**src/verilog/vdso_regs.vh**
```
// constants for the video digitizer sync and pixel output logic
`ifndef VDSO_REGS_VH
`define VDSO_REGS_VH

// clock period and timing figures
`define VDSO_CLK_NS          50
`define VDSO_CLAMP_DLY_NS    500
`define VDSO_CLAMP_DLY_CYC   ((`VDSO_CLAMP_DLY_NS + `VDSO_CLK_NS - 1) / `VDSO_CLK_NS)
`define VDSO_CLAMP_W_NS      1000
`define VDSO_CLAMP_W_CYC     (`VDSO_CLAMP_W_NS / `VDSO_CLK_NS)
`define VDSO_VSEP_NS         20000
`define VDSO_VSEP_CYC        ((`VDSO_VSEP_NS + `VDSO_CLK_NS - 1) / `VDSO_CLK_NS)

// pixel strobe shape in clock cycles
`define VDSO_STB_HI          2'h2
`define VDSO_STB_LO          2'h2
// regenerated hsync width in strobes
`define VDSO_HS_STROBES      4'h8
// lines of coast after vertical sync ends
`define VDSO_COAST_LINES     4'h3

// pixel buffer
`define VDSO_FIFO_W          24
`define VDSO_FIFO_DEPTH      16
`define VDSO_FIFO_AW         4

// two-wire slave address upper bits, arbitrary value
`define VDSO_SLAVE_BASE      6'h26

// configuration reset values
`define VDSO_RST_HS_POL      1'h0
`define VDSO_RST_VS_SEP      1'h0
`define VDSO_RST_REF_SOG     1'h0
`define VDSO_RST_COAST_INT   1'h0
`define VDSO_RST_CLAMP_INT   1'h1
`define VDSO_RST_BLACK_OFF   1'h0
`define VDSO_RST_OUT_HIZ     1'h0
`define VDSO_RST_PHASE       4'h0
`define VDSO_RST_BLACK_SET   10'h040
`define VDSO_RST_OFFSET      8'h80

`endif

```
**src/verilog/vdso_top.v**
```verilog
// video digitizer sync regeneration, clamp and coast timing, pixel output
`timescale 1ns/10ps
`include "vdso_regs.vh"

module vdso_fifo #(
   parameter WIDTH = 24,
   parameter DEPTH = 16,
   parameter AW    = 4
) (
   input  wire             clk,
   input  wire             rstn,
   input  wire [WIDTH-1:0] in_data,
   input  wire             in_valid,
   output wire             in_ready,
   output wire [WIDTH-1:0] out_data,
   output wire             out_valid,
   input  wire             out_ready
);
   reg  [WIDTH-1:0] mem [0:DEPTH-1];
   reg  [AW:0]      wr_ptr;
   reg  [AW:0]      rd_ptr;
   wire             full;
   wire             empty;

   assign full      = (wr_ptr[AW] != rd_ptr[AW]) &&
                      (wr_ptr[AW-1:0] == rd_ptr[AW-1:0]);
   assign empty     = (wr_ptr == rd_ptr);
   assign in_ready  = !full;
   assign out_valid = !empty;
   assign out_data  = mem[rd_ptr[AW-1:0]];

   always @(posedge clk) begin
      if (in_valid && !full)
         mem[wr_ptr[AW-1:0]] <= in_data;
   end

   always @(posedge clk) begin
      if (!rstn) begin
         wr_ptr <= {(AW+1){1'b0}};
         rd_ptr <= {(AW+1){1'b0}};
      end else begin
         if (in_valid && !full)
            wr_ptr <= wr_ptr + 1'b1;
         if (out_ready && !empty)
            rd_ptr <= rd_ptr + 1'b1;
      end
   end
endmodule // vdso_fifo

module vdso_top (
   input  wire        clk,
   input  wire        rstn,
   input  wire        register_reset_n,
   input  wire        slave_address_select,
   input  wire        hsync_in,
   input  wire        vsync_in,
   input  wire        coast_in,
   input  wire        clamp_in,
   input  wire        green_sync_input,
   input  wire        adc_sample_clock,
   input  wire [9:0]  red_adc,
   input  wire [9:0]  green_adc,
   input  wire [9:0]  blue_adc,
   input  wire        cfg_load,
   input  wire        cfg_hsync_pol,
   input  wire        cfg_vsync_sep,
   input  wire        cfg_ref_sog,
   input  wire        cfg_coast_int,
   input  wire        cfg_clamp_int,
   input  wire        cfg_black_off,
   input  wire        cfg_out_hiz,
   input  wire        cfg_power_down,
   input  wire [3:0]  cfg_phase,
   input  wire [9:0]  cfg_black_set,
   output reg         regenerated_hsync_out,
   output reg         vertical_sync_out,
   output reg         green_sync_slicer_out,
   output reg         pixel_strobe_clock,
   output reg  [7:0]  red_sample_word,
   output reg  [7:0]  green_sample_word,
   output reg  [7:0]  blue_sample_word,
   output reg         digital_out_en,
   output reg         clamp_active,
   output reg         pll_coasting,
   output reg  [7:0]  black_offset_red,
   output reg  [7:0]  black_offset_green,
   output reg  [7:0]  black_offset_blue,
   output reg         sample_overrun,
   output reg  [6:0]  slave_address
);
   localparam [3:0]  S_IDLE  = 4'h1;
   localparam [3:0]  S_HIGH  = 4'h2;
   localparam [3:0]  S_LOW   = 4'h4;
   localparam [3:0]  S_SHIFT = 4'h8;
   localparam [15:0] CLP_DLY = `VDSO_CLAMP_DLY_CYC;
   localparam [15:0] CLP_END = `VDSO_CLAMP_DLY_CYC + `VDSO_CLAMP_W_CYC;
   localparam [15:0] VSEP    = `VDSO_VSEP_CYC;

   // ten-bit sample to eight-bit word, rounded and saturated
   function [7:0] reduce;
      input [9:0] s;
      begin
         if (s[9:2] == 8'hff)
            reduce = 8'hff;
         else
            reduce = s[9:2] + {7'h00, s[1]};
      end
   endfunction

   // one black loop step toward the black set level
   function [7:0] black_step;
      input [7:0] off;
      input [9:0] samp;
      input [9:0] set;
      begin
         if (samp > set && off != 8'h00)
            black_step = off - 8'h01;
         else if (samp < set && off != 8'hff)
            black_step = off + 8'h01;
         else
            black_step = off;
      end
   endfunction

   // pin synchronisers: hs, vs, coast, clamp, sog, adc clk, reg reset, addr
   reg  [7:0]  pin_s1;
   reg  [7:0]  pin_s2;
   reg  [29:0] dat_s1;
   reg  [29:0] dat_s2;
   reg         ck_d;
   wire        hs_s   = pin_s2[0];
   wire        vs_s   = pin_s2[1];
   wire        cst_s  = pin_s2[2];
   wire        clp_s  = pin_s2[3];
   wire        sog_s  = pin_s2[4];
   wire        ck_s   = pin_s2[5];
   wire        rrst_n = pin_s2[6];
   wire        a0_s   = pin_s2[7];

   always @(posedge clk) begin
      pin_s1 <= {slave_address_select, register_reset_n, adc_sample_clock,
                 green_sync_input, clamp_in, coast_in, vsync_in, hsync_in};
      pin_s2 <= pin_s1;
      dat_s1 <= {red_adc, green_adc, blue_adc};
      dat_s2 <= dat_s1;
      ck_d   <= ck_s;
   end

   // settings
   reg        c_hs_pol;
   reg        c_vs_sep;
   reg        c_ref_sog;
   reg        c_coast_int;
   reg        c_clamp_int;
   reg        c_black_off;
   reg        c_out_hiz;
   reg        c_pd;
   reg [3:0]  c_phase;
   reg [9:0]  c_black_set;

   always @(posedge clk) begin
      if (!rstn || !rrst_n) begin
         c_hs_pol    <= `VDSO_RST_HS_POL;
         c_vs_sep    <= `VDSO_RST_VS_SEP;
         c_ref_sog   <= `VDSO_RST_REF_SOG;
         c_coast_int <= `VDSO_RST_COAST_INT;
         c_clamp_int <= `VDSO_RST_CLAMP_INT;
         c_black_off <= `VDSO_RST_BLACK_OFF;
         c_out_hiz   <= `VDSO_RST_OUT_HIZ;
         c_pd        <= 1'b0;
         c_phase     <= `VDSO_RST_PHASE;
         c_black_set <= `VDSO_RST_BLACK_SET;
      end else if (cfg_load) begin // settings accepted in power-down too
         c_hs_pol    <= cfg_hsync_pol;
         c_vs_sep    <= cfg_vsync_sep;
         c_ref_sog   <= cfg_ref_sog;
         c_coast_int <= cfg_coast_int;
         c_clamp_int <= cfg_clamp_int;
         c_black_off <= cfg_black_off;
         c_out_hiz   <= cfg_out_hiz;
         c_pd        <= cfg_power_down;
         c_phase     <= cfg_phase;
         c_black_set <= cfg_black_set;
      end
   end

   // line reference and leading edge
   wire hs_act  = hs_s ^ c_hs_pol;
   wire ref_act = c_ref_sog ? sog_s : hs_act;
   reg  ref_d;
   wire lead    = ref_act && !ref_d;

   // vertical sync separator and coast generation
   reg  [15:0] sog_run;
   reg         sep_vs;
   reg  [3:0]  coast_lines;
   reg         int_coast;
   wire        vs_act = c_vs_sep ? sep_vs : vs_s;
   wire        coast  = c_coast_int ? int_coast : cst_s;

   // line timing flywheel
   reg  [15:0] per_cnt;
   reg  [15:0] lead_cnt;
   reg  [15:0] period;
   reg         line_start;
   reg  [15:0] clp_cnt;
   wire [15:0] per_nxt = per_cnt + 16'h0001;

   always @(posedge clk) begin
      if (!rstn) begin
         ref_d       <= 1'b0;
         per_cnt     <= 16'h0000;
         lead_cnt    <= 16'h0000;
         period      <= 16'h0000;
         line_start  <= 1'b0;
         sog_run     <= 16'h0000;
         sep_vs      <= 1'b0;
         coast_lines <= 4'h0;
         int_coast   <= 1'b0;
         clp_cnt     <= 16'hffff;
      end else begin
         ref_d      <= ref_act;
         line_start <= 1'b0;
         per_cnt    <= per_nxt;
         // line period is measured lead to lead, so flywheel starts do not shorten it
         if (lead)
            lead_cnt <= 16'h0000;
         else if (lead_cnt != 16'hffff)
            lead_cnt <= lead_cnt + 16'h0001;
         if (lead && !coast) begin
            period     <= lead_cnt + 16'h0001;
            per_cnt    <= 16'h0000;
            line_start <= 1'b1;
         end else if (period != 16'h0000 && per_nxt >= period) begin
            per_cnt    <= 16'h0000;
            line_start <= 1'b1;
         end
         if (!sog_s) begin
            sog_run <= 16'h0000;
            sep_vs  <= 1'b0;
         end else begin
            if (sog_run != 16'hffff)
               sog_run <= sog_run + 16'h0001;
            if (sog_run >= VSEP)
               sep_vs <= 1'b1;
         end
         if (vs_act)
            coast_lines <= `VDSO_COAST_LINES;
         else if (line_start && coast_lines != 4'h0)
            coast_lines <= coast_lines - 4'h1;
         int_coast <= vs_act || (coast_lines != 4'h0);
         if (line_start)
            clp_cnt <= 16'h0000;
         else if (clp_cnt != 16'hffff)
            clp_cnt <= clp_cnt + 16'h0001;
      end
   end

   wire int_clamp = (clp_cnt >= CLP_DLY) && (clp_cnt < CLP_END) &&
                    !coast;

   // sample capture into the pixel buffer
   wire        ck_edge  = ck_s && !ck_d;
   wire        in_ready;
   wire        push     = ck_edge && !c_pd;
   wire [23:0] in_word  = {reduce(dat_s2[29:20]), reduce(dat_s2[19:10]),
                           reduce(dat_s2[9:0])};
   wire [23:0] out_word;
   wire        out_valid;
   reg  [3:0]  state;
   reg  [3:0]  ph_last;
   wire        launch   = (state == S_IDLE) && !c_pd &&
                          (ph_last == c_phase) && out_valid;

   vdso_fifo #(
      .WIDTH (`VDSO_FIFO_W),
      .DEPTH (`VDSO_FIFO_DEPTH),
      .AW    (`VDSO_FIFO_AW)
   ) u_fifo (
      .clk       (clk),
      .rstn      (rstn),
      .in_data   (in_word),
      .in_valid  (push),
      .in_ready  (in_ready),
      .out_data  (out_word),
      .out_valid (out_valid),
      .out_ready (launch)
   );

   // strobe, data and hsync launch
   reg  [3:0] wait_cnt;
   reg        hs_pend;
   reg  [3:0] hs_left;

   always @(posedge clk) begin
      if (!rstn) begin
         state                 <= S_IDLE;
         ph_last               <= `VDSO_RST_PHASE;
         wait_cnt              <= 4'h0;
         hs_pend               <= 1'b0;
         hs_left               <= 4'h0;
         pixel_strobe_clock    <= 1'b0;
         regenerated_hsync_out <= 1'b0;
         red_sample_word       <= 8'h00;
         green_sample_word     <= 8'h00;
         blue_sample_word      <= 8'h00;
      end else begin
         if (line_start)
            hs_pend <= 1'b1;
         case (state)
            S_IDLE: begin
               if (!c_pd && ph_last != c_phase) begin
                  wait_cnt <= c_phase;
                  state    <= S_SHIFT;
               end else if (launch) begin
                  red_sample_word    <= out_word[23:16];
                  green_sample_word  <= out_word[15:8];
                  blue_sample_word   <= out_word[7:0];
                  pixel_strobe_clock <= 1'b1;
                  wait_cnt           <= {2'h0, `VDSO_STB_HI} - 4'h1;
                  state              <= S_HIGH;
                  if (hs_pend) begin
                     regenerated_hsync_out <= 1'b1;
                     hs_left               <= `VDSO_HS_STROBES - 4'h1;
                     if (!line_start)
                        hs_pend <= 1'b0;
                  end else if (hs_left != 4'h0) begin
                     hs_left <= hs_left - 4'h1;
                  end else begin
                     regenerated_hsync_out <= 1'b0;
                  end
               end
            end
            S_HIGH: begin
               if (wait_cnt == 4'h0) begin
                  pixel_strobe_clock <= 1'b0;
                  wait_cnt           <= {2'h0, `VDSO_STB_LO} - 4'h1;
                  state              <= S_LOW;
               end else begin
                  wait_cnt <= wait_cnt - 4'h1;
               end
            end
            S_LOW: begin
               if (wait_cnt == 4'h0)
                  state <= S_IDLE;
               else
                  wait_cnt <= wait_cnt - 4'h1;
            end
            S_SHIFT: begin
               if (wait_cnt == 4'h0) begin
                  ph_last <= c_phase;
                  state   <= S_IDLE;
               end else begin
                  wait_cnt <= wait_cnt - 4'h1;
               end
            end
            default: state <= S_IDLE;
         endcase
      end
   end

   // black loop, clamp, slicer, vertical sync and status outputs
   always @(posedge clk) begin
      if (!rstn || !rrst_n) begin
         black_offset_red   <= `VDSO_RST_OFFSET;
         black_offset_green <= `VDSO_RST_OFFSET;
         black_offset_blue  <= `VDSO_RST_OFFSET;
      end else if (ck_edge && clamp_active && !c_black_off) begin
         black_offset_red   <= black_step(black_offset_red, dat_s2[29:20], c_black_set);
         black_offset_green <= black_step(black_offset_green, dat_s2[19:10], c_black_set);
         black_offset_blue  <= black_step(black_offset_blue, dat_s2[9:0], c_black_set);
      end
   end

   always @(posedge clk) begin
      if (!rstn) begin
         vertical_sync_out     <= 1'b0;
         green_sync_slicer_out <= 1'b0;
         digital_out_en        <= 1'b0;
         clamp_active          <= 1'b0;
         pll_coasting          <= 1'b0;
         sample_overrun        <= 1'b0;
         slave_address         <= 7'h00;
      end else begin
         vertical_sync_out     <= vs_act;
         green_sync_slicer_out <= sog_s;
         digital_out_en        <= !c_out_hiz;
         clamp_active          <= c_clamp_int ? int_clamp : clp_s;
         pll_coasting          <= coast;
         slave_address         <= {`VDSO_SLAVE_BASE, a0_s};
         if (push && !in_ready)
            sample_overrun <= 1'b1;
      end
   end
endmodule // vdso_top
```
**config.mk**
```make
export PLATFORM = sky130hd
export DESIGN_NAME = vdso_top
export DESIGN_NICKNAME = d
export VERILOG_FILES = /design/src/verilog/vdso_top.v
export VERILOG_INCLUDE_DIRS = /design/src /design/src/verilog
export SDC_FILE = /design/constraint.sdc
export NUM_CORES = 1
export LEC_CHECK = 0
export BUFFER_PORTS_ARGS = -buffer_cell sky130_fd_sc_hd__buf_4
export CAP_MARGIN = 20
export CORE_MARGIN = 1.5
export CORE_UTILIZATION = 50
export DETAILED_ROUTE_END_ITERATION = 8
export HOLD_SLACK_MARGIN = 0.1
export PLACE_DENSITY_LB_ADDON = 0.05
export SLEW_MARGIN = 20
export SYNTH_ARGS = -nofsm -noshare
export SYNTH_HDL_FRONTEND = slang
export SYNTH_SLANG_ARGS = --single-unit
export TNS_END_PERCENT = 100
```
**constraint.sdc**
```tcl
create_clock -name clk -period 4.05 [get_ports clk]
set_clock_uncertainty 0.05 [all_clocks]
set_input_delay 0 -clock clk [delete_from_list [all_inputs] [get_ports clk]]
set_output_delay 0 -clock clk [all_outputs]
set_load 0.1 [all_outputs]
```
* Word level (Yosys, flattened, before mapping) *
Memory sizes are Yosys's and may differ from the RTL's. A register that Yosys moved wholly into a read port is not among the register bits.
Cells that the tools add are included.

operators by class
  $add $sub $neg = 18
  $lt $le $gt $ge = 10
  eq/ne operators = 25
  muxes and demuxes = 46
  bitwise logic cells = 3
  reduce and logical (&&, ||, !) cells = 67

operator list
  cell                   count
  $mux 8                 9
  $add 16x1->16 const B  4
  $ne 16x16->1 const B   3
  $mux 4                 10
  $mux 16                2
  $gt 10x10->1           3
  $lt 10x10->1           3
  $add 8x1->8            3
  $add 8x1->8 const B    3
  $eq 8x8->1 const B     3
  $logic_and 1x1->1      24
  $ne 8x8->1 const B     3
  $pmux 4 s3             2
  $reduce_bool 8->1      3
  $sub 8x1->8 const B    3
  $mux 1                 19
  $ge 16x16->1           1
  $ge 16x4->1 const B    1
  $ge 16x9->1 const B    1
  $lt 16x5->1 const B    1
  $reduce_bool 16->1     1
  $reduce_bool 2->1      7
  $reduce_and 4->1       3
  $sub 4x1->4 const B    3
  other kinds (26)       54

word-level totals
  bits in registers = 253
  bits in writable memories = 384
  input bits = 63
  word-level logic and storage cells = 216
  memories kept = 1

memories
  name        words  width  rd ports  clocked after memory_dff  write ports  RTL line       source
  u_fifo.mem  16     24     1         1                         1            vdso_top.v:19  reg [WIDTH-1:0] mem [0:DEPTH-1];

* Logic depth before layout (Yosys ltp) *
Gate-level depths: netlist of the first run.

  depth after elaboration = 7
  mapped depth = 14
  gate-level depth less buffers = 14

* By module *
A second synthesis of the first run with hierarchy kept.

second synthesis, totals
  cell total of the unflattened synthesis = 1934
  area total of the unflattened synthesis = 27336.2 sq um

by module, submodules not included
  module     instances  cells each  area each (sq um)
  vdso_fifo  1          639         15305.9
  vdso_top   1          1295        12030.3

* Worst setup path after synthesis of the first run *
No wires, ideal clock.

  kind = reg-to-reg
  from = reg u_fifo.rd_ptr[1]
  to = mem u_fifo.mem[3][0] (enable)
  setup time = 435 ps
  arrival time = 3131 ps
  path slack = 434 ps
  cell stages (with the launch flop) = 7
  buffers on the path = 1
  period minus slack after synthesis = 3616 ps
  path through = dfxtp_1 > clkbuf_1 > xor2_1 > nor4_1 > a21boi_1 > nand2_1 > nor3_1

between the ends
  word-level cells in the longest chain between the ends = 6

ends and longest elaborated chain
  element                       RTL line       source
  from (decl)                   vdso_top.v:21  reg [AW:0] rd_ptr;
  from (signal assigned)        vdso_top.v:40  rd_ptr <= {(AW+1){1'b0}};
  from (signal assigned)        vdso_top.v:45  rd_ptr <= rd_ptr + 1'b1;
  $eq 4x4->1                    vdso_top.v:26  (wr_ptr[AW-1:0] == rd_ptr[AW-1:0]);
  $logic_and 1x1->1             vdso_top.v:25  assign full = (wr_ptr[AW] != rd_ptr[AW]) &&
  $logic_not 1->1               n/a
  $logic_and 1x1->1             vdso_top.v:33  if (in_valid && !full)
  $mux 1                        vdso_top.v:33
  $mux 1 (implied by the code)  vdso_top.v:34  mem[wr_ptr[AW-1:0]] <= in_data;
  to (decl)                     vdso_top.v:19

No other way between the ends.

* Worst setup path after layout of the first run *
  from = reg c_black_set[7]
  to = reg black_offset_blue[7]

between the ends
  word-level cells in the longest chain between the ends = 4
  elaborated cells on any way between the ends = 7
  classes of those cells = order compare (2); mux (1); reduce/logical (4)

ends and longest elaborated chain
  element                                       RTL line                        source
  from (decl)                                   vdso_top.v:159                  reg [9:0] c_black_set;
  from (signal assigned)                        vdso_top.v:172                  c_black_set <= `VDSO_RST_BLACK_SET;
  from (signal assigned)                        vdso_top.v:183                  c_black_set <= cfg_black_set;
  $gt 10x10->1 or $lt 10x10->1 (tied branches)  vdso_top.v:116, vdso_top.v:118
  $logic_and 1x1->1 (on tied branches)          vdso_top.v:116, vdso_top.v:118
  $reduce_bool 2->1 (no source line)            n/a
  $reduce_and 2->1 (no source line)             n/a
  to (signal assigned)                          vdso_top.v:367                  black_offset_blue <= `VDSO_RST_OFFSET;
  to (signal assigned)                          vdso_top.v:371                  black_offset_blue <= black_step(black_offset_blue, dat_s2[9:0], c_black_set);
  to (decl)                                     vdso_top.v:87                   output reg [7:0] black_offset_blue,

Several ways; a longest one is shown, not always the timed one.
A chain may end at the register's enable or synchronous reset.

==> impl_table.tex, run 1 <==
\begin{tabular}{lr}
\hline
Metric & Value \\
\hline
\multicolumn{2}{l}{\textbf{Floorplan}} \\
Number of placement rows & 84 \\
Die ar. & 0.0548 mm2 \\
Core footprint & 0.0527 mm2 \\
Die extent in y & 234 um \\
Starting Density & 0.507 \\
Width of the die & 234 um \\
Count of boundary I/O pins & 126 \\
\multicolumn{2}{l}{\textbf{Placement}} \\
Global placement routability congestion & 0.843 \\
Placement Cell Area & 0.0285 mm2 \\
Number of buffer cells added on primary ports & 122 \\
DP HPWL & 36.1 mm \\
\multicolumn{2}{l}{\textbf{Clock tree}} \\
Clk slew on worst S/H paths & 0.06 ns \\
Clock insertion delay at the later pin of the skew report & 0.61 ns \\
Number of clock buffers inserted by TritonCTS & 70 \\
Master cell of the clock root buffer & sky130\_fd\_sc\_hd\_\_clkbuf\_16 \\
CTS Sinks & 656 \\
Maximum buffer depth of the clock tree & 3 \\
CTS tree & done \\
Number of buffers inserted by post-CTS setup repair & 0 \\
Number of levels the H-tree was split into & 3 \\
\multicolumn{2}{l}{\textbf{Synthesis}} \\
YS warnings & 0 \\
Number of instances in the synthesized netlist & 1886 \\
Register bit count reported by yosys & 656 \\
Number of enable-type register cells in the synthesized netlist & 384 \\
Post-synthesis area per instance & 14.2 um2 \\
Proportion of synthesized flip-flops having asynchronous set or reset & 0 \\
Sequential cell area fraction in the yosys report & 0.636 \\
Yosys top cell area share & 0.432 \\
Post-Syn Area & 0.0267 mm2 \\
Leading register cell type out of synthesis & sky130\_fd\_sc\_hd\_\_edfxtp\_1 \\
Post-synth top area cell & sky130\_fd\_sc\_hd\_\_edfxtp\_1 \\
Library cells used by synthesis & 68 \\
Top cells by area in the synthesized netlist & sky130\_fd\_sc\_hd\_\_edfxtp\_1, sky130\_fd\_sc\_hd\_\_dfxtp\_1, sky130\_fd\_sc\_hd\_\_mux4\_2 \\
\multicolumn{2}{l}{\textbf{Finish}} \\
Layout fillers & 4031 \\
Diode count & 0 \\
Layout-stage area growth over the synthesis result & 20.1\% \\
Combined area of the multi-input logic cells & 0.00919 mm2 \\
Layout cells sized above 1 & 0.190 \\
Post-route standard cell area excluding fillers & 0.0321 mm2 \\
Highest-count cells in the layout ignoring fill and taps & sky130\_fd\_sc\_hd\_\_edfxtp\_1, sky130\_fd\_sc\_hd\_\_dfxtp\_1, sky130\_fd\_sc\_hd\_\_nor2\_1 \\
Final net count & 2312 \\
Most frequent standard cell in the layout excluding fill and tap cells & sky130\_fd\_sc\_hd\_\_edfxtp\_1 \\
Storage element area & 0.0170 mm2 \\
\multicolumn{2}{l}{\textbf{STA}} \\
Post-layout minimum cycle time & 3.64 ns \\
Maximum frequency from static timing analysis & 275 MHz \\
Max Slew Vio Count & 0 \\
Unrepaired setup endpoints after global routing & no \\
Hold Vio Cnt, Final & 0 \\
Total of endpoints with negative setup slack in the final report & 0 \\
Actual slew at the worst max-slew pin & 1.01 ns \\
Post-route fraction of the period consumed by the critical path & 0.898 \\
Relative slew slack & 0.322 \\
Aggregate negative setup slack & 0 ns \\
\multicolumn{2}{l}{\textbf{Drt}} \\
Top sig layer & met4 \\
Number of nets with antenna violations after detailed routing & 0 \\
Detailed-routed wire length on met3 & 2.31 mm \\
M1 WL & 27.2 mm \\
Overall routed net length & 61.5 mm \\
Initial drt markers & 1047 \\
Detailed-router iteration count before antenna repair & 5 \\
Average routed wire per standard cell & 21.2 um \\
Detail Route met2 WL & 30.8 mm \\
Via density per instance & 5.55 \\
DRC & 0 \\
Vias & 16125 \\
\multicolumn{2}{l}{\textbf{Setup path}} \\
Cell family with most CP delay & compound AO/OA/AOI/OAI gates \\
Nature of the critical path endpoint & flip-flop \\
Reg-to-Reg Start & c\_black\_set[7]\$\_SDFFE\_PP0P\_ \\
Slowest cell on the critical path & sky130\_fd\_sc\_hd\_\_o41a\_1 \\
Depth of the worst register-to-register path & 14 \\
Setup Crit Path Kind & flip-flop to flip-flop \\
Reg-to-reg endpoint & black\_offset\_blue[7]\$\_SDFFE\_PP1P\_ \\
Setup slack of the worst register-to-register path & 0.41 ns \\
Worst setup path startpoint & c\_black\_set[7]\$\_SDFFE\_PP0P\_ \\
Largest incremental delay on the critical path & 0.38 ns \\
Launching element type of the critical path & flip-flop \\
Crit path buf inv count & 3 \\
Worst EP required & 4.52 ns \\
Critical-path maximum fanout & 6 \\
Ordered list of cells on the worst path & inv\_1, ha\_1, a211oi\_1, nor2\_1, a2111oi\_2, buf\_4, nand2b\_1, inv\_1, ha\_1, a21oi\_1, o221ai\_1, o41a\_1, o31ai\_1, mux2i\_1 \\
Data arrival time of the critical path & 4.11 ns \\
\multicolumn{2}{l}{\textbf{Power and ir drop}} \\
IR Drop Worst-Case VDD & 0.000483 V \\
Ratio of total power to cell area & 537 mW/mm2 \\
Lkg Pwr & 11.6 nW \\
\multicolumn{2}{l}{\textbf{Worst hold path}} \\
Min-Delay Path Class & flip-flop to flip-flop \\
Hold Path Stages & 0 \\
Hold wc startpoint & pin\_s1[5]\$\_DFF\_P\_ \\
Hold EP & pin\_s2[5]\$\_DFF\_P\_ \\
\multicolumn{2}{l}{\textbf{Outcome}} \\
Result of the run & completed \\
\multicolumn{2}{l}{\textbf{GRT}} \\
Largest net degree at the start of global routing & 76 \\
Total track usage & 0.228 \\
Overall overflow remaining after global route & 0 \\
Wire length of the first global-routing pass & 93.6 mm \\
Via count of the first global-routing pass & 16251 \\
Initial antenna violation count & 2 \\
\multicolumn{2}{l}{\textbf{Job}} \\
Number of max-capacitance violations reported & 0 \\
\hline
\end{tabular}
-- stage by stage --
step                      hold WS, ns  utilization  worst slack (ns)  total power, W  instances
after floorplan               -0.0223            -             0.434          0.0102       1888
after global placement         0.0542        0.541             0.258          0.0109       2654
after global routing            0.281        0.609            0.0888          0.0180       2904
after detailed placement       0.0556        0.541             0.186          0.0109       2654
final                           0.272        0.609             0.414          0.0172       2904
after CTS                       0.272        0.608             0.166          0.0174       2904
-- sequential cells by signal, summed over array words and instances (netlist names), 10 cells and up --
register and count:
period 16, per_cnt 16, clp_cnt 16, u_fifo.mem 384, c_black_set 10, lead_cnt 16, dat_s2 30, sog_run 16
dat_s1 30
-- cell type report --
cell class / count / area share
clock inverter: 33 / 0.0112
sequential: 656 / 0.530
clock buffer: 94 / 0.0606
inverter: 76 / 0.00890
timing repair buffer: 281 / 0.0758
tap: 688 / 0.0269
multi-input combinational: 1076 / 0.287
-- cell usage after synthesis, types with 6 or more instances --
cell type,number
sky130_fd_sc_hd__a211oi_1,22
sky130_fd_sc_hd__a21o_1,10
sky130_fd_sc_hd__a21oi_1,56
sky130_fd_sc_hd__a31oi_1,10
sky130_fd_sc_hd__and3_1,22
sky130_fd_sc_hd__buf_1,8
sky130_fd_sc_hd__buf_2,17
sky130_fd_sc_hd__clkbuf_1,50
sky130_fd_sc_hd__dfxtp_1,272
sky130_fd_sc_hd__edfxtp_1,384
sky130_fd_sc_hd__ha_1,85
sky130_fd_sc_hd__inv_1,76
sky130_fd_sc_hd__mux2i_1,64
sky130_fd_sc_hd__mux4_2,120
sky130_fd_sc_hd__nand2_1,87
sky130_fd_sc_hd__nand2b_1,19
sky130_fd_sc_hd__nand3_1,58
sky130_fd_sc_hd__nand4_1,29
sky130_fd_sc_hd__nor2_1,170
sky130_fd_sc_hd__nor2b_1,12
sky130_fd_sc_hd__nor3_1,35
sky130_fd_sc_hd__nor3b_1,10
sky130_fd_sc_hd__nor4_1,21
sky130_fd_sc_hd__o211ai_1,6
sky130_fd_sc_hd__o21a_1,11
sky130_fd_sc_hd__o21ai_0,38
sky130_fd_sc_hd__o31ai_1,12
sky130_fd_sc_hd__o41ai_1,6
sky130_fd_sc_hd__or3_1,7
sky130_fd_sc_hd__xnor2_1,49
sky130_fd_sc_hd__xor2_1,46
-- cells by family after synthesis --
kind of cell / count (synthesis) / synth area share
AO/OA/AOI/OAI: 205 / 0.0503
XOR/XNOR: 95 / 0.0312
adder cells (fa/ha/maj): 88 / 0.0421
buffers and inverters: 156 / 0.0234
flip-flops: 656 / 0.636
multiplexers: 187 / 0.126
other: 1 / 0.000140
AND/OR/NAND/NOR: 498 / 0.0905
-- worst reg2reg max path: cells and delay by family, from the launching register on --
kind,cells,cell delay [ns]
adder cells (fa/ha/maj),2,0.60
multiplexers,1,0.21
flip-flops,1,0.32
AND/OR/NAND/NOR,2,0.26
AO/OA/AOI/OAI,6,1.72
buffers and inverters,3,0.43
-- layer usage --
| metal | GRT usage | vias to the layer above |
|---|---|---|
| met4 | 0.0695 | 0 |
| met3 | 0.0333 | 91 |
| met2 | 0.387 | 292 |
| li1 | - | 7652 |
| met1 | 0.305 | 8090 |
| met5 | 0 | - |
-- power breakdown --
group,internal [W],switching [W],leakage [nW]
clock network,0.00382,0.00256,1.13
registers,0.00736,0.000317,5.70
logic,0.00140,0.00175,4.72
total,0.0126,0.00463,11.6
-- worst max-delay path by stage --
stage                                        end  slack [ns]  depth (start not counted)
2_1_floorplan         u_fifo.mem[3][0]$_DFFE_PP_        0.43                          6
3_3_place_gp    black_offset_red[7]$_SDFFE_PP1P_        0.26                         14
3_5_place_dp    black_offset_red[7]$_SDFFE_PP1P_        0.19                         14
4_1_cts         black_offset_red[7]$_SDFFE_PP1P_        0.17                         14
5_1_grt         black_offset_red[7]$_SDFFE_PP1P_        0.09                         14
6_report       black_offset_blue[7]$_SDFFE_PP1P_        0.41                         14
-- timing repair --
item	in CTS	in global routing
endpoints found under the setup margin	0	1
hold buffers	123	0
endpoints found under the hold margin	95	0
resized for setup	0	3
No activity file was read; power rests on OpenSTA's default activity.
==> run 2: changes to the inputs <==
==> constraint.sdc (replaced) <==
create_clock -name clk -period 4.05 [get_ports clk]
set_clock_uncertainty 0.05 [all_clocks]
set_input_delay 0.405 -clock clk [delete_from_list [all_inputs] [get_ports clk]]
set_output_delay 0.405 -clock clk [all_outputs]
set_load 0.1 [all_outputs]
==> run 2 against run 1 <==
  * Die area did not move
  * Design area fell by 2.3%
  * Via count fell by 0.74%
  * Count of clock-buffer cells in the layout shrank 3
  * Combinational power rose by 1%
  * Power shrank 2.3%
  * Routed wire length decreased by 2.2%
  * Flip-flop and latch count is the same
  * Largest power group unchanged
  * Highest routed layer unchanged
==> impl_table.tex, run 2 (synthesis results as in run 1) <==
\begin{tabular}{lr}
\hline
Metric & Value \\
\hline
\multicolumn{2}{l}{\textbf{Power and ir drop}} \\
Power consumption & 0.0168 W (was 0.0172 W) \\
Lkg Pwr & 11.3 nW (was 11.6 nW) \\
IR Drop Worst-Case VDD & 0.000359 V (was 0.000483 V) \\
Ratio of total power to cell area & 537 mW/mm2 (about the same) \\
\multicolumn{2}{l}{\textbf{Setup path}} \\
Critical-path maximum fanout & 7 (was 6) \\
Setup Crit Path Kind & flip-flop to flip-flop (unchanged) \\
Nature of the critical path endpoint & flip-flop (unchanged) \\
Launching element type of the critical path & flip-flop (unchanged) \\
Data arrival time of the critical path & 4.10 ns (was 4.11 ns) \\
Worst EP required & 4.43 ns (was 4.52 ns) \\
\multicolumn{2}{l}{\textbf{Drt}} \\
Initial drt markers & 1080 (was 1047) \\
Vias & 16006 (was 16125) \\
Detailed-router iteration count before antenna repair & 5 (unchanged) \\
DRC & 0 (unchanged) \\
Via density per instance & 5.63 (was 5.55) \\
Number of nets with antenna violations after detailed routing & 0 (unchanged) \\
Average routed wire per standard cell & 21.1 um (was 21.2 um) \\
Overall routed net length & 60.1 mm (was 61.5 mm) \\
\multicolumn{2}{l}{\textbf{Floorplan}} \\
Die ar. & 0.0548 mm2 (unchanged) \\
Count of boundary I/O pins & 126 (unchanged) \\
Starting Density & 0.507 (unchanged) \\
Core footprint & 0.0527 mm2 (unchanged) \\
Width of the die & 234 um (unchanged) \\
Die extent in y & 234 um (unchanged) \\
Number of placement rows & 84 (unchanged) \\
\multicolumn{2}{l}{\textbf{Clock tree}} \\
Number of clock buffers inserted by TritonCTS & 69 (was 70) \\
Maximum buffer depth of the clock tree & 3 (unchanged) \\
Number of levels the H-tree was split into & 3 (unchanged) \\
CTS Sinks & 656 (unchanged) \\
Master cell of the clock root buffer & sky130\_fd\_sc\_hd\_\_clkbuf\_16 (unchanged) \\
CTS tree & done (unchanged) \\
Number of buffers inserted by post-CTS setup repair & 0 (unchanged) \\
Clk slew on worst S/H paths & 0.06 ns (about the same) \\
Clock insertion delay at the later pin of the skew report & 0.60 ns (was 0.61 ns) \\
\multicolumn{2}{l}{\textbf{STA}} \\
Actual slew at the worst max-slew pin & 0.996 ns (was 1.01 ns) \\
Relative slew slack & 0.336 (was 0.322) \\
Max Slew Vio Count & 0 (unchanged) \\
Maximum frequency from static timing analysis & 269 MHz (was 275 MHz) \\
Aggregate negative setup slack & 0 ns (unchanged) \\
Post-route fraction of the period consumed by the critical path & 0.918 (was 0.898) \\
Unrepaired setup endpoints after global routing & no (unchanged) \\
Total of endpoints with negative setup slack in the final report & 0 (unchanged) \\
Post-layout minimum cycle time & 3.72 ns (was 3.64 ns) \\
Hold Vio Cnt, Final & 0 (unchanged) \\
Worst hold slack & 0.119 ns (was 0.272 ns) \\
\multicolumn{2}{l}{\textbf{Placement}} \\
Number of buffer cells added on primary ports & 122 (unchanged) \\
Global placement routability congestion & 0.832 (was 0.843) \\
DP HPWL & 36.8 mm (was 36.1 mm) \\
\multicolumn{2}{l}{\textbf{Finish}} \\
Highest-count cells in the layout ignoring fill and taps & sky130\_fd\_sc\_hd\_\_edfxtp\_1, sky130\_fd\_sc\_hd\_\_dfxtp\_1, sky130\_fd\_sc\_hd\_\_buf\_4 (was sky130\_fd\_sc\_hd\_\_edfxtp\_1, sky130\_fd\_sc\_hd\_\_dfxtp\_1, sky130\_fd\_sc\_hd\_\_nor2\_1) \\
Largest register FFs & 384 (unchanged) \\
Final net count & 2255 (was 2312) \\
Diode count & 0 (unchanged) \\
Layout-stage area growth over the synthesis result & 17.3\% (was 20.1\%) \\
Most frequent standard cell in the layout excluding fill and tap cells & sky130\_fd\_sc\_hd\_\_edfxtp\_1 (unchanged) \\
Layout fillers & 4087 (was 4031) \\
Layout cells sized above 1 & 0.194 (was 0.190) \\
\multicolumn{2}{l}{\textbf{GRT}} \\
Overall overflow remaining after global route & 0 (unchanged) \\
Largest net degree at the start of global routing & 100 (was 76) \\
Via count of the first global-routing pass & 16187 (was 16251) \\
Total track usage & 0.226 (was 0.228) \\
Initial antenna violation count & 1 (was 2) \\
Wire length of the first global-routing pass & 92.8 mm (was 93.6 mm) \\
\multicolumn{2}{l}{\textbf{Worst hold path}} \\
Min-Delay Path Class & primary input to flip-flop (was flip-flop to flip-flop) \\
\multicolumn{2}{l}{\textbf{Outcome}} \\
Result of the run & completed (unchanged) \\
\multicolumn{2}{l}{\textbf{Job}} \\
Number of max-capacitance violations reported & 0 (unchanged) \\
\hline
\end{tabular}
[run 2: changes by cell type in the layout (fill, tap and decap cells not counted), moves of 2 or more]
cell,delta
sky130_fd_sc_hd__clkinv_2,-3
sky130_fd_sc_hd__dlygate4sd3_1,-63
sky130_fd_sc_hd__clkbuf_8,-3
sky130_fd_sc_hd__bufinv_16,-4
sky130_fd_sc_hd__buf_4,+4
sky130_fd_sc_hd__clkinvlp_2,+2
sky130_fd_sc_hd__clkinv_1,+4
[run 2: critical path, cell delays in order, from the launching register on]
cell and delay, ns:
sky130_fd_sc_hd__dfxtp_1 0.33, sky130_fd_sc_hd__inv_1 0.09, sky130_fd_sc_hd__ha_1 0.30, sky130_fd_sc_hd__and3_1 0.21, sky130_fd_sc_hd__a221oi_1 0.42, sky130_fd_sc_hd__o211ai_1 0.19
sky130_fd_sc_hd__o211ai_1 0.18, sky130_fd_sc_hd__inv_1 0.20, sky130_fd_sc_hd__ha_1 0.36, sky130_fd_sc_hd__inv_1 0.06, sky130_fd_sc_hd__o21ai_0 0.31, sky130_fd_sc_hd__a2111oi_2 0.16
sky130_fd_sc_hd__or2_2 0.33, sky130_fd_sc_hd__a311oi_1 0.26, sky130_fd_sc_hd__o21ai_0 0.11
[run 2: final timing paths]
check                                    from                          endpoint  slack (ns)  depth (start not counted)
setup reg to reg  c_black_set[4]$_SDFFE_PP0P_  black_offset_red[7]$_SDFFE_PP1P_        0.33                         14
hold reg to reg             pin_s1[7]$_DFF_P_                 pin_s2[7]$_DFF_P_        0.27                          0
hold / removal                           rstn          slave_address[3]$_DFF_P_        0.12                          1
setup / recovery  c_black_set[4]$_SDFFE_PP0P_  black_offset_red[7]$_SDFFE_PP1P_        0.33                         14
[run 2: stage by stage]
stage	setup WS [ns]	cells	cell area, um2	utilization
floorplan	0.434	1888	26700	-
global placement	0.231	2659	28600	0.542
detailed placement	0.0707	2659	28600	0.542
CTS	0.0718	2843	31300	0.595
global route	0.0192	2845	31300	0.595
finish	0.333	2845	31300	0.595
[run 2: timing repair]
| item | 4_1_cts | 5_1_grt |
|---|---|---|
| endpoints found under the hold margin | 60 | 0 |
| setup endpoints to repair | 0 | 1 |
| hold buffers | 60 | 0 |
| gates resized for setup | 0 | 2 |
[run 2: report_power, final]
part	internal, W	switching (W)	total (W)	leakage, nW
sequential	0.00736	0.000239	0.00760	5.70
clock	0.00350	0.00253	0.00603	1.06
combinational	0.00136	0.00183	0.00319	4.53
total	0.0122	0.00460	0.0168	11.3
[run 2: metal layers]
layer | GRT usage | up-vias | share of wire
met4 | 0.0719 | 0 | 0.027
met5 | 0 | - | 0
li1 | - | 7536 | -
met1 | 0.300 | 8008 | 0.44
met3 | 0.0370 | 113 | 0.044
met2 | 0.380 | 349 | 0.49
[run 2: final cells by class]
| type | count | area (um2) | area share |
|---|---|---|---|
| clock buffer | 91 | 1900 | 0.0607 |
| clock inverter | 33 | 258 | 0.00823 |
| inverter | 76 | 285 | 0.00911 |
| multi-input combinational | 1076 | 9180 | 0.293 |
| sequential | 656 | 17000 | 0.542 |
| tap | 688 | 861 | 0.0275 |
| timing repair buffer | 225 | 1860 | 0.0594 |
==> run 3: changes to the inputs <==
==> constraint.sdc (replaced) <==
create_clock -name clk -period 4.3 [get_ports clk]
set_clock_uncertainty 0.05 [all_clocks]
set_input_delay 0.43 -clock clk [delete_from_list [all_inputs] [get_ports clk]]
set_output_delay 0.43 -clock clk [all_outputs]
set_load 0.1 [all_outputs]
==> run 3 against run 2 <==
  * Die area did not move
  * Combinational power fell by 6%
  * Sequential share of layout area fell by 0.29 points
  * Register-to-register slack improved by 0.14 ns
  * Final cell count fell by 0.21%
  * Hold slack improved by 0.027 ns
  * Flip-flop and latch count did not move
  * Count of clock-buffer cells in the layout rose by 10
  * Clock power rose by 0.7%
  * Critical endpoint unchanged
  * Largest cell class unchanged
  * Largest power group unchanged
==> impl_table.tex, run 3 (synthesis results as in run 1) <==
\begin{tabular}{lr}
\hline
Metric & Value \\
\hline
\multicolumn{2}{l}{\textbf{GRT}} \\
Met1 Use GR & 0.305 (was 0.300) \\
Largest net degree at the start of global routing & 100 (unchanged) \\
Wire length of the first global-routing pass & 93.2 mm (was 92.8 mm) \\
Via count of the first global-routing pass & 16135 (was 16187) \\
Met3 track utilization from global routing & 0.0401 (was 0.0370) \\
Top Usage Layer GRT & met2 (unchanged) \\
Total track usage & 0.226 (about the same) \\
Met2 Resource Use GR & 0.379 (was 0.380) \\
Overall overflow remaining after global route & 0 (unchanged) \\
Initial antenna violation count & 0 (was 1) \\
\multicolumn{2}{l}{\textbf{Clock tree}} \\
CTS tree & done (unchanged) \\
CTS Sinks & 656 (unchanged) \\
Master cell of the clock root buffer & sky130\_fd\_sc\_hd\_\_clkbuf\_16 (unchanged) \\
Maximum buffer depth of the clock tree & 3 (unchanged) \\
Number of levels the H-tree was split into & 3 (unchanged) \\
Number of buffers inserted by post-CTS setup repair & 0 (unchanged) \\
Clock insertion delay at the later pin of the skew report & 0.60 ns (about the same) \\
Number of clock buffers inserted by TritonCTS & 70 (was 69) \\
Clk slew on worst S/H paths & 0.06 ns (about the same) \\
\multicolumn{2}{l}{\textbf{Finish}} \\
Diode count & 0 (unchanged) \\
Layout fillers & 3996 (was 4087) \\
Final net count & 2246 (was 2255) \\
Combined area of the multi-input logic cells & 0.00918 mm2 (about the same) \\
Storage element area & 0.0170 mm2 (unchanged) \\
Most frequent standard cell in the layout excluding fill and tap cells & sky130\_fd\_sc\_hd\_\_edfxtp\_1 (unchanged) \\
Post-route standard cell area excluding fillers & 0.0315 mm2 (was 0.0313 mm2) \\
Layout cells sized above 1 & 0.193 (was 0.194) \\
Layout-stage area growth over the synthesis result & 18.0\% (was 17.3\%) \\
Highest-count cells in the layout ignoring fill and taps & sky130\_fd\_sc\_hd\_\_edfxtp\_1, sky130\_fd\_sc\_hd\_\_dfxtp\_1, sky130\_fd\_sc\_hd\_\_nor2\_1 (was sky130\_fd\_sc\_hd\_\_edfxtp\_1, sky130\_fd\_sc\_hd\_\_dfxtp\_1, sky130\_fd\_sc\_hd\_\_buf\_4) \\
Largest register FFs & 384 (unchanged) \\
\multicolumn{2}{l}{\textbf{STA}} \\
Hold Vio Cnt, Final & 0 (unchanged) \\
Aggregate negative setup slack & 0 ns (unchanged) \\
Total of endpoints with negative setup slack in the final report & 0 (unchanged) \\
Post-layout minimum cycle time & 3.82 ns (was 3.72 ns) \\
Unrepaired setup endpoints after global routing & no (unchanged) \\
Max Slew Vio Count & 0 (unchanged) \\
Relative slew slack & 0.267 (was 0.336) \\
Maximum frequency from static timing analysis & 262 MHz (was 269 MHz) \\
Post-route fraction of the period consumed by the critical path & 0.889 (was 0.918) \\
Actual slew at the worst max-slew pin & 1.09 ns (was 0.996 ns) \\
\multicolumn{2}{l}{\textbf{Job}} \\
Number of max-capacitance violations reported & 0 (unchanged) \\
\multicolumn{2}{l}{\textbf{Drt}} \\
DRC & 0 (unchanged) \\
Initial drt markers & 1089 (was 1080) \\
Number of nets with antenna violations after detailed routing & 0 (unchanged) \\
Vias & 16009 (was 16006) \\
Overall routed net length & 60.5 mm (was 60.1 mm) \\
Average routed wire per standard cell & 21.3 um (was 21.1 um) \\
Detailed-router iteration count before antenna repair & 8 (was 5) \\
Via density per instance & 5.64 (was 5.63) \\
\multicolumn{2}{l}{\textbf{Setup path}} \\
Worst setup path startpoint & c\_black\_set[5]\$\_SDFFE\_PP0P\_ (was c\_black\_set[4]\$\_SDFFE\_PP0P\_) \\
Reg-to-Reg Start & c\_black\_set[5]\$\_SDFFE\_PP0P\_ (was c\_black\_set[4]\$\_SDFFE\_PP0P\_) \\
Depth of the worst register-to-register path & 14 (unchanged) \\
Data arrival time of the critical path & 4.20 ns (was 4.10 ns) \\
Setup slack of the worst register-to-register path & 0.48 ns (was 0.33 ns) \\
Critical-path maximum fanout & 7 (unchanged) \\
Reg-to-reg endpoint & black\_offset\_red[7]\$\_SDFFE\_PP1P\_ (unchanged) \\
Setup Crit Path Kind & flip-flop to flip-flop (unchanged) \\
Launching element type of the critical path & flip-flop (unchanged) \\
Nature of the critical path endpoint & flip-flop (unchanged) \\
Worst EP required & 4.68 ns (was 4.43 ns) \\
\multicolumn{2}{l}{\textbf{Floorplan}} \\
Starting Density & 0.507 (unchanged) \\
Core footprint & 0.0527 mm2 (unchanged) \\
Die ar. & 0.0548 mm2 (unchanged) \\
Width of the die & 234 um (unchanged) \\
Number of placement rows & 84 (unchanged) \\
Count of boundary I/O pins & 126 (unchanged) \\
Die extent in y & 234 um (unchanged) \\
\multicolumn{2}{l}{\textbf{Placement}} \\
DP HPWL & 36.3 mm (was 36.8 mm) \\
Number of buffer cells added on primary ports & 122 (unchanged) \\
Placement Cell Area & 0.0285 mm2 (was 0.0286 mm2) \\
Global placement routability congestion & 0.821 (was 0.832) \\
\multicolumn{2}{l}{\textbf{Outcome}} \\
Result of the run & completed (unchanged) \\
\multicolumn{2}{l}{\textbf{Worst hold path}} \\
Hold EP & slave\_address[3]\$\_DFF\_P\_ (unchanged) \\
Min-Delay Path Class & primary input to flip-flop (unchanged) \\
Hold Path Stages & 1 (unchanged) \\
Hold wc startpoint & rstn (unchanged) \\
\multicolumn{2}{l}{\textbf{Power and ir drop}} \\
IR Drop Worst-Case VDD & 0.000328 V (was 0.000359 V) \\
Lkg Pwr & 11.3 nW (about the same) \\
Ratio of total power to cell area & 515 mW/mm2 (was 537 mW/mm2) \\
\hline
\end{tabular}
## run 3: worst max-delay path: stages (launching register included)
cell and delay [ns]:
sky130_fd_sc_hd__dfxtp_1 0.33, sky130_fd_sc_hd__inv_1 0.08, sky130_fd_sc_hd__ha_1 0.30, sky130_fd_sc_hd__and3_1 0.23, sky130_fd_sc_hd__a221oi_1 0.44, sky130_fd_sc_hd__o211ai_1 0.19, sky130_fd_sc_hd__o211ai_1 0.19, sky130_fd_sc_hd__inv_1 0.21
sky130_fd_sc_hd__ha_1 0.32, sky130_fd_sc_hd__a21oi_1 0.18, sky130_fd_sc_hd__o21ai_0 0.13, sky130_fd_sc_hd__a2111oi_1 0.52, sky130_fd_sc_hd__nor3b_1 0.11, sky130_fd_sc_hd__a311oi_1 0.24, sky130_fd_sc_hd__o21ai_0 0.11
## run 3: repair_timing
action,in CTS,in global routing
gates resized for setup,0,1
hold buffers,60,0
setup endpoints to repair,0,1
hold endpoints to repair,60,0
## run 3: routing by layer
layer | wire length [um] | up-vias
met3 | 2460 | 104
met4 | 1380 | 0
met1 | 26700 | 8057
met5 | 0 | -
met2 | 29900 | 331
li1 | - | 7517
## run 3: how the worst max path moves through the flow
stage	end	slack (ns)	cells after the start
3_3_place_gp	black_offset_red[7]$_SDFFE_PP1P_	0.49	14
6_report	black_offset_red[7]$_SDFFE_PP1P_	0.48	14
5_1_grt	black_offset_red[7]$_SDFFE_PP1P_	0.02	14
2_1_floorplan	u_fifo.mem[3][0]$_DFFE_PP_	0.68	6
4_1_cts	black_offset_red[7]$_SDFFE_PP1P_	0.38	14
3_5_place_dp	black_offset_red[7]$_SDFFE_PP1P_	0.40	14
## run 3: metrics by stage
stage	instances	setup WS (ns)	power (W)	hold WS, ns	utilization
3_5_place_dp	2651	0.405	0.0103	0.262	0.542
6_report	2839	0.476	0.0162	0.145	0.598
4_1_cts	2839	0.377	0.0164	0.134	0.598
2_1_floorplan	1888	0.684	0.00961	0.260	-
3_3_place_gp	2651	0.489	0.0102	0.262	0.542
5_1_grt	2839	0.0160	0.0169	0.139	0.598
## run 3: power by group
group          switching, W  leakage (nW)  internal (W)  total [W]
combinational       0.00173          4.48       0.00128    0.00301
clock               0.00245          1.15       0.00362    0.00607
sequential         0.000224          5.70       0.00693    0.00715
total               0.00440          11.3        0.0118     0.0162
## run 3: area by class of cell
type                       instances  share of cell area
tap                              688              0.0273
clock buffer                     101              0.0645
clock inverter                    27              0.0104
sequential                       656               0.539
timing repair buffer             215              0.0580
multi-input combinational       1076               0.291
inverter                          76             0.00906
